<file path="src/hdl/pclo_cfg.svh">
`ifndef PCLO_CFG_SVH
`define PCLO_CFG_SVH

`define PCLO_NUM_PINS        12
`define PCLO_SRC_W           4
`define PCLO_EXT_RST_LIMIT   2'h1
`define PCLO_ST_RST          2'h0
`define PCLO_CNT_W           16

`endif

</file>
<file path="src/hdl/pclo_pkg.sv">
package pclo_pkg;

  typedef enum logic [1:0] {
    PCLO_OWN_GEN   = 2'b00,
    PCLO_OWN_LIMIT = 2'b01,
    PCLO_OWN_HOLD  = 2'b10
  } pclo_lim_e;

  typedef struct packed {
    logic [3:0] limit_source_select;
    logic [3:0] trip_source_select;
    logic       limit_polarity_invert;
    logic       trip_polarity_invert;
    logic       limit_mode_bit;
    logic [1:0] external_period_reset_select;
    logic       independent_timebase_select;
    logic       limit_irq_enable;
    logic       trip_enable;
  } pclo_limcfg_s;

  typedef struct packed {
    logic       high_pin_ownership;
    logic       low_pin_ownership;
    logic       high_manual_override_enable;
    logic       low_manual_override_enable;
    logic [1:0] manual_override_value;
    logic [1:0] limit_override_value;
    logic [1:0] trip_override_value;
    logic       override_sync_enable;
    logic       high_polarity_low;
    logic       low_polarity_low;
  } pclo_iocfg_s;

  typedef struct packed {
    logic       manual_h_en;
    logic       manual_l_en;
    logic [1:0] manual_val;
    logic       limit_irq_flag;
    pclo_lim_e  lim_state;
    logic       dt_h;
    logic       dt_l;
    logic       limit_seen;
  } pclo_state_s;

endpackage

</file>
<file path="src/hdl/pclo_override.sv">
`timescale 1ns/1ns
`include "pclo_cfg.svh"
// ----------------------------------------------------------------------------
// Notes on behaviour
// - limit input chosen from twelve pins
// - limit asserted with enable forces limit values
// - current reset clears timebase in mode
// - status shows flag, else limit level
// - polarity bit inverts limit input
// - all limit requests ORed into one
// - pin levels readable through port path
// - fault override beats current-limit override
// - selected trip and limit go to ADC
// - ownership priority generator up to pin enable
// - low override goes low immediately, gated twice
// - asserted override passes clocked dead-time stage
// - immediate update passes duty writes at once
// - pin enables give module the pins
// - manual override replaces generator bit
// - overrides in complementary mode keep dead time
// - sync bit applies manual override at zero
// - timebase stopped, control writes next cycle
// - reset tri-states pins, registers default
// - sleep keeps fault path live, wakes cpu
// - idle stop halts module like sleep
// - override bit selects active or inactive level
// - fault entry to low level asynchronous, high level waits one clock
// ----------------------------------------------------------------------------
module pclo_override
  import pclo_pkg::*;
(
  input  wire logic                       mclk,
  input  wire logic                       reset_n,
  input  wire logic                       clk_en,
  input  wire logic                       module_enable,
  input  wire logic                       timebase_run_enable,
  input  wire logic                       idle_mode,
  input  wire logic                       sleep_mode,
  input  wire logic                       idle_stop_select,
  input  wire logic                       immediate_duty_update,
  input  wire logic                       duty_write,
  input  wire logic                       cycle_boundary,
  input  wire logic                       iocon_write,
  input  wire logic                       limit_flag_clear,
  input  wire logic [`PCLO_CNT_W-1:0]     generator_timebase_count,
  input  wire logic [`PCLO_NUM_PINS-1:0]  trip_pins,
  input  wire logic [`PCLO_NUM_PINS-1:0]  other_limit_irq,
  input  wire pclo_pkg::pclo_limcfg_s     limit_cfg,
  input  wire pclo_pkg::pclo_iocfg_s      io_cfg,
  input  wire logic                       gen_high,
  input  wire logic                       gen_low,
  input  wire logic                       gpio_high,
  input  wire logic                       gpio_low,
  input  wire logic                       gpio_high_oe,
  input  wire logic                       gpio_low_oe,
  output logic                            high_side_output,
  output logic                            low_side_output,
  output logic                            high_side_oe,
  output logic                            low_side_oe,
  output logic                            limit_state_flag,
  output logic                            limit_irq_request,
  output logic                            timebase_reset,
  output logic                            duty_load,
  output logic                            adc_trip_trigger,
  output logic                            adc_limit_trigger,
  output logic                            wake_request,
  output logic [`PCLO_NUM_PINS-1:0]       port_read_value
);
  import pclo_pkg::*;

  // --------------------------------------------------------------------------
  // pin synchronisers (only for clocked users)
  // --------------------------------------------------------------------------
  logic [`PCLO_NUM_PINS-1:0] pin_s1_q;
  logic [`PCLO_NUM_PINS-1:0] pin_s2_q;

  always_ff @(posedge mclk or negedge reset_n) begin
    if (!reset_n) begin
      pin_s1_q <= '0;
      pin_s2_q <= '0;
    end else if (clk_en) begin
      pin_s1_q <= trip_pins;
      pin_s2_q <= pin_s1_q;
    end
  end

  assign port_read_value = pin_s2_q;

  // --------------------------------------------------------------------------
  // source selection (asynchronous path)
  // --------------------------------------------------------------------------
  logic limit_raw;
  logic trip_raw;
  logic limit_async;
  logic trip_async;
  logic limit_sync;
  logic halted;

  always_comb begin
    limit_raw = 1'b0;
    trip_raw  = 1'b0;
    if (limit_cfg.limit_source_select < 4'(`PCLO_NUM_PINS)) begin
      limit_raw = trip_pins[limit_cfg.limit_source_select];
    end
    if (limit_cfg.trip_source_select < 4'(`PCLO_NUM_PINS)) begin
      trip_raw = trip_pins[limit_cfg.trip_source_select];
    end
  end

  assign limit_async = limit_raw ^ limit_cfg.limit_polarity_invert;
  assign trip_async  = (trip_raw ^ limit_cfg.trip_polarity_invert) & limit_cfg.trip_enable;
  assign limit_sync  = (limit_cfg.limit_source_select < 4'(`PCLO_NUM_PINS))
                     ? (pin_s2_q[limit_cfg.limit_source_select] ^ limit_cfg.limit_polarity_invert)
                     : 1'b0;

  assign adc_trip_trigger  = trip_async;
  assign adc_limit_trigger = limit_async;

  assign halted       = sleep_mode | (idle_mode & idle_stop_select);
  assign wake_request = halted & trip_async;

  // --------------------------------------------------------------------------
  // state
  // --------------------------------------------------------------------------
  pclo_state_s st_q;
  pclo_state_s st_d;
  logic        run;
  logic        at_zero;
  logic        limit_active;
  logic        h_pre;
  logic        l_pre;

  assign run     = clk_en & ~halted;
  assign at_zero = (generator_timebase_count == '0);

  always_comb begin
    st_d = st_q;
    // manual override capture
    if (iocon_write) begin
      if (!timebase_run_enable || !io_cfg.override_sync_enable) begin
        st_d.manual_h_en = io_cfg.high_manual_override_enable;
        st_d.manual_l_en = io_cfg.low_manual_override_enable;
        st_d.manual_val  = io_cfg.manual_override_value;
      end
    end
    if (io_cfg.override_sync_enable && timebase_run_enable && at_zero) begin
      st_d.manual_h_en = io_cfg.high_manual_override_enable;
      st_d.manual_l_en = io_cfg.low_manual_override_enable;
      st_d.manual_val  = io_cfg.manual_override_value;
    end
    // limit interrupt flag, set wins over clear
    if (limit_flag_clear || !limit_cfg.limit_irq_enable) begin
      st_d.limit_irq_flag = 1'b0;
    end
    if (limit_cfg.limit_irq_enable && limit_sync) begin
      st_d.limit_irq_flag = 1'b1;
    end
    st_d.limit_seen = limit_sync;
    // limit hold until next cycle boundary
    case (st_q.lim_state)
      PCLO_OWN_GEN: begin
        if (limit_sync && limit_cfg.limit_irq_enable) begin
          st_d.lim_state = PCLO_OWN_LIMIT;
        end
      end
      PCLO_OWN_LIMIT: begin
        if (!limit_sync) begin
          st_d.lim_state = timebase_run_enable ? PCLO_OWN_HOLD : PCLO_OWN_GEN;
        end
      end
      PCLO_OWN_HOLD: begin
        if (limit_sync && limit_cfg.limit_irq_enable) begin
          st_d.lim_state = PCLO_OWN_LIMIT;
        end else if (cycle_boundary || !timebase_run_enable) begin
          st_d.lim_state = PCLO_OWN_GEN;
        end
      end
      default: begin
        st_d.lim_state = PCLO_OWN_GEN;
      end
    endcase
    if (!limit_cfg.limit_irq_enable) begin
      st_d.lim_state = PCLO_OWN_GEN;
    end
    st_d.dt_h = h_pre;
    st_d.dt_l = l_pre;
  end

  always_ff @(posedge mclk or negedge reset_n) begin
    if (!reset_n) begin
      st_q <= '{manual_h_en: 1'b0, manual_l_en: 1'b0, manual_val: 2'h0, limit_irq_flag: 1'b0,
                lim_state: PCLO_OWN_GEN, dt_h: 1'b0, dt_l: 1'b0, limit_seen: 1'b0};
    end else if (run) begin
      st_q <= st_d;
    end
  end

  // --------------------------------------------------------------------------
  // override priority and dead-time gating
  // --------------------------------------------------------------------------
  assign limit_active = limit_cfg.limit_irq_enable &
                        (limit_async | (st_q.lim_state != PCLO_OWN_GEN));

  always_comb begin
    h_pre = st_q.manual_h_en ? st_q.manual_val[1] : gen_high;
    l_pre = st_q.manual_l_en ? st_q.manual_val[0] : gen_low;
    if (limit_active) begin
      h_pre = io_cfg.limit_override_value[1];
      l_pre = io_cfg.limit_override_value[0];
    end
    if (trip_async) begin
      h_pre = io_cfg.trip_override_value[1];
      l_pre = io_cfg.trip_override_value[0];
    end
  end

  logic force_h_low;
  logic force_l_low;
  logic act_h;
  logic act_l;

  always_comb begin
    force_h_low = 1'b0;
    force_l_low = 1'b0;
    if (limit_active) begin
      force_h_low = ~io_cfg.limit_override_value[1];
      force_l_low = ~io_cfg.limit_override_value[0];
    end
    if (trip_async) begin
      force_h_low = ~io_cfg.trip_override_value[1];
      force_l_low = ~io_cfg.trip_override_value[0];
    end
  end

  // low limit or trip override levels bypass the clocked stage, high waits for it
  assign act_h = st_q.dt_h & ~force_h_low;
  assign act_l = st_q.dt_l & ~force_l_low;

  always_comb begin
    high_side_output = gpio_high;
    low_side_output  = gpio_low;
    high_side_oe     = gpio_high_oe;
    low_side_oe      = gpio_low_oe;
    if (!reset_n) begin
      high_side_oe = 1'b0;
      low_side_oe  = 1'b0;
    end else if (module_enable) begin
      if (io_cfg.high_pin_ownership) begin
        high_side_output = act_h ^ io_cfg.high_polarity_low;
        high_side_oe     = 1'b1;
      end
      if (io_cfg.low_pin_ownership) begin
        low_side_output = act_l ^ io_cfg.low_polarity_low;
        low_side_oe     = 1'b1;
      end
    end
  end

  // --------------------------------------------------------------------------
  // status, interrupt, current reset, duty update
  // --------------------------------------------------------------------------
  assign limit_state_flag  = limit_cfg.limit_irq_enable ? st_q.limit_irq_flag : limit_sync;
  assign limit_irq_request = st_q.limit_irq_flag | (|other_limit_irq);
  assign timebase_reset    = ~limit_cfg.limit_mode_bit & limit_async
                           & (limit_cfg.external_period_reset_select == `PCLO_EXT_RST_LIMIT)
                           & limit_cfg.independent_timebase_select;
  assign duty_load         = duty_write & (immediate_duty_update | cycle_boundary);
endmodule // pclo_override

</file>
<file path="config.mk">
export PLATFORM = sky130hd
export DESIGN_NAME = pclo_override
export DESIGN_NICKNAME = d
export VERILOG_FILES = /design/src/hdl/pclo_pkg.sv /design/src/hdl/pclo_override.sv
export VERILOG_INCLUDE_DIRS = /design/src /design/src/hdl
export SDC_FILE = /design/constraint.sdc
export NUM_CORES = 1
export LEC_CHECK = 0
export BUFFER_PORTS_ARGS = -buffer_cell sky130_fd_sc_hd__buf_2
export CAP_MARGIN = 0
export CORE_ASPECT_RATIO = 1.2
export CORE_MARGIN = 1
export CORE_UTILIZATION = 46
export CTS_BUF_LIST = sky130_fd_sc_hd__clkbuf_4 sky130_fd_sc_hd__clkbuf_8
export DETAILED_ROUTE_END_ITERATION = 8
export PLACE_DENSITY = 0.81
export SYNTH_ARGS = -nofsm -noshare
export SYNTH_HDL_FRONTEND = slang
export SYNTH_SLANG_ARGS = --single-unit
</file>
<file path="constraint.sdc">
create_clock -name mclk -period 2.7 [get_ports mclk]
set_input_delay 0.27 -clock mclk [delete_from_list [all_inputs] [get_ports mclk]]
set_output_delay 0.27 -clock mclk [all_outputs]
set_load 0.01 [all_outputs]
</file>
==> results summary <==
The run finished with clean final reports. In this run the worst hold path is classified as input pin to asynchronous set/reset pin. The initial antenna violation count came to 0.

The area inside the core boundary came out at between 4000 and 5000 sq um. The number of search-and-repair iterations in the first detailed-routing pass is 4. The worst register-to-register path begins at port_read_value[11]$_DFFE_PN0P_.

In the final routed layout, each cell accounts on average for approximately 15 um. The synthesized net count came out at around 280. The global-route wire length before repair came out at 8.583 mm. The aggregate routed wire length came out at approximately 5.3 mm.

In this run the most used layer during global routing was met2. After clock tree synthesis, the repair step resized 0 gates. The highest cell delay on the worst timing path came out at 0.53 ns.

The count of inserted antenna diode cells came out at 0. The arrival time of data at the critical path endpoint is about 2.3 ns. After technology mapping, the gate count stands at 188. The ratio of final minimum period to clock period came out at between 90% and 100%.

Once detail routing completed, the nets flagged for antenna violations numbered 0. Summing internal, switching and leakage power gives ~0.0014 W. The number of violations reported at the end of detailed-routing iteration 0 is approximately 90.

The clock period minus final worst setup slack came out at ~2.5 ns. The synthesized area per cell came out at about 11 sq um. The insertion delay of the later-clocked pin in the worst-skew pair came out at around 0.28 ns.

The weighted congestion at the end of routability-driven global placement came out at around 0.8. The total number of vias came out at ~1900. The met2 track demand over resource came out at a little under half.

The total of endpoints with negative setup slack in the final report came out at 0. The power per standard cell area came out at just over 500 nW/um^2. During placement, the flow inserted port buffers numbering 110. The sequential cell area fraction in the yosys report is between 30% and 40%. The max-slew headroom at the worst pin is 66.15%. The number of setup buffers added after CTS is 0. The critical path goes through buf_2 > mux4_2 > and3_2 > nor3_1 > or2_1 > a221oi_2 > xnor2_1 > o21ai_1 > buf_2. The number of placed instances, taps included, is roughly 350. The final-report max-slew violation count is 0. For this design the static power due to leakage is between 1 and 1.5 nW. Counting every sink on the clock net gives 33. The layout cell share with drive strength beyond 1 is between 50% and 60%. The final global-route overflow total is 0. The number of warning messages in the yosys log came out at 0. TritonCTS built the clock tree.

The final setup skew is between 0.005 and 0.006 ns. The number of levels in the clock H-tree came out at 2. The number of maximum-capacitance violations came out at 0.

The post-layout utilization of the core came out at between 60 and 70%. Setup repair after global routing left no endpoint under its margin. The number of global-route vias before repair came out at around 1900. The slew at the pin with the worst max-slew slack is 0.5031 ns. The tree is rooted in a clkbuf_8. The number of synthesized register bits came out at 33. The number of DRC violations after detailed routing came out at 0. In the routed layout, each cell is associated on average with a via count of around 5.3.

The worst setup path is of the input pin to output port kind. The all-layer global routing usage came out at a little under a quarter. In this run, CTS created clock tree buffers numbering 5. The final count of hold timing violations was 0. The worst setup path is captured at an output port. The die height is ~76 um. The global routing met3 resource utilization came out at 6.587%. The largest driver fanout on the critical path is 6. Clock-pin slew was measured on the worst setup and hold paths at 0.07 ns. The global routing usage on met1 is 24.16%. The signed area change from the synthesized netlist to the final layout is 32.07%. The die width came out at roughly 63 um. The maximum buffer depth of the clock tree came out at 2. The effective utilization at floorplan came out at about half.

The summed negative setup slack over all endpoints is 0 ns. Entering global routing, the biggest net connects 34 pins. Hold timing on the final database bottoms out at a slack of 0.08886 ns. The worst setup path is launched from an input pin.

The master of the slowest instance on the critical path is mux4_2. The die covers between 4000 and 5000 sq um. The beginning of the critical path is limit_cfg[8]. The count of nets after finishing is 385. The top-level port count came out at approximately 110.

The post-synth design cell area is approximately 2100 sq um. The hold-fix buffer count after cts is 0. The largest voltage drop on the vdd net came out at ~0.35 mV. In this run the core area contains 26 standard-cell rows.

The data required time of the critical path came out at between 2 and 2.5 ns. The count of different cell masters after synthesis is 45. The maximum operating frequency is roughly 400 MHz. The cell that appears most often on the critical path is buf_2.

The count of placed standard cells in the final layout, fillers left out came out at 354. The half-perimeter wire length after placement came out at 4.379 mm.
sequential cells by signal (all words and copies together) (netlist names):
signal	flops
port_read_value	12
pin_s1_q	12
st_q	9
kinds of logic after synthesis:
family          share of synthesized area (%)
simple gates                            14.31
xor+xnor                                1.268
compound gates                          10.87
buf+inv                                 4.227
mux                                     29.47
flops                                   39.85
worst paths after layout:
path,end,slack [ns],depth (start not counted)
hold reg to reg,port_read_value[7]$_DFFE_PN0P_,0.50,1
hold / removal,st_q[6]$_DFFE_PN0P_,0.09,2
max in group asynchronous,pin_s1_q[6]$_DFFE_PN0P_,2.30,2
setup reg to reg,st_q[4]$_DFFE_PN0P_,0.58,7
setup / recovery,low_side_output,0.18,9
min in group mclk,st_q[7]$_DFFE_PN0P_,0.21,2
Yosys cell counts:
library cell,instances,area (sq um)
a21o_1,1,7.510
a2111oi_0,1,8.760
buf_1,1,3.750
a211oi_4,1,20.02
nand4b_1,1,8.760
and3_2,1,7.510
mux2i_1,16,160.2
nor3_1,4,20.02
or3b_2,1,8.760
buf_4,1,7.510
o21ai_0,5,25.02
nand3b_1,3,22.52
o311ai_0,3,26.28
and4_1,1,8.760
nand2_1,9,33.78
nor2_1,8,30.03
nor2b_1,5,31.28
xnor2_1,2,17.52
a41o_1,1,10.01
mux2_1,1,11.26
nand3_1,7,35.03
nor4b_1,1,8.760
xor2_1,1,8.760
nor4_1,7,43.79
a22oi_1,1,7.510
buf_6,2,22.52
a221oi_2,2,30.03
or3_1,2,12.51
nand4_1,2,12.51
mux2_2,31,349.1
mux4_2,4,90.09
a22oi_2,1,12.51
nand2b_1,1,6.260
or2_1,1,6.260
o21ai_1,2,10.01
a21oi_1,4,20.02
inv_1,8,30.03
a22o_1,1,8.760
o21a_1,2,15.01
buf_2,1,5.000
o22ai_1,1,6.260
dfrtp_1,33,825.8
clkbuf_1,5,18.77
o2bb2ai_1,1,8.760
o221ai_1,1,8.760
cells in the final DEF (no fill, tap or decap), types with 3 or more instances in the layout:
master / netlist / routed
nor4_1: 7 / 7
nand2_1: 9 / 9
nor2b_1: 5 / 5
nor3_1: 4 / 4
nand3_1: 7 / 7
o21ai_0: 5 / 5
nand3b_1: 3 / 3
inv_1: 8 / 8
mux2i_1: 16 / 16
a21oi_1: 4 / 4
mux4_2: 4 / 4
nor2_1: 8 / 8
mux2_2: 31 / 31
dfrtp_1: 33 / 33
clkbuf_8: 0 / 5
o311ai_0: 3 / 3
buf_2: 1 / 110
power breakdown:
group          internal, W  total, W  switching [W]
Combinational     0.000215  0.000403       0.000187
Sequential        0.000569  0.000619      0.0000499
Clock             0.000178  0.000362       0.000184
routing by layer:
metal	vias up	wire [um]
li1	919	-
met1	881	2001
met2	82	2860
met3	8	407
met4	0	76
met5	-	0
critical path, delay by kind of cell:
family / cells / cell delay, ns
and+or+nand+nor: 3 / 0.78
muxes: 1 / 0.53
buffers and inverters: 2 / 0.31
AOI/OAI and AO/OA: 2 / 0.23
xor gates and xnor gates: 1 / 0.14
stage by stage:
| step | cell area, sq um | setup slack, ns |
|---|---|---|
| CTS | 2736 | 0.1661 |
| finish | 2736 | 0.1764 |
| global placement | 2650 | 0.2927 |
| floorplan | 2072 | 0.4013 |
| detailed placement | 2650 | 0.1674 |
| global route | 2736 | 0.02025 |
cell type report:
cell class / count / area (sq um)
Timing Repair Buffer: 112 / 565.5
Fill cell: 379 / 1558
Inverter: 8 / 30.03
Tap cell: 56 / 70.07
Multi-Input combinational cell: 137 / 1159
Sequential cell: 33 / 825.8
Clock buffer: 5 / 68.82
Clock inverter: 3 / 17.52
(Power assumes the default switching activity.)
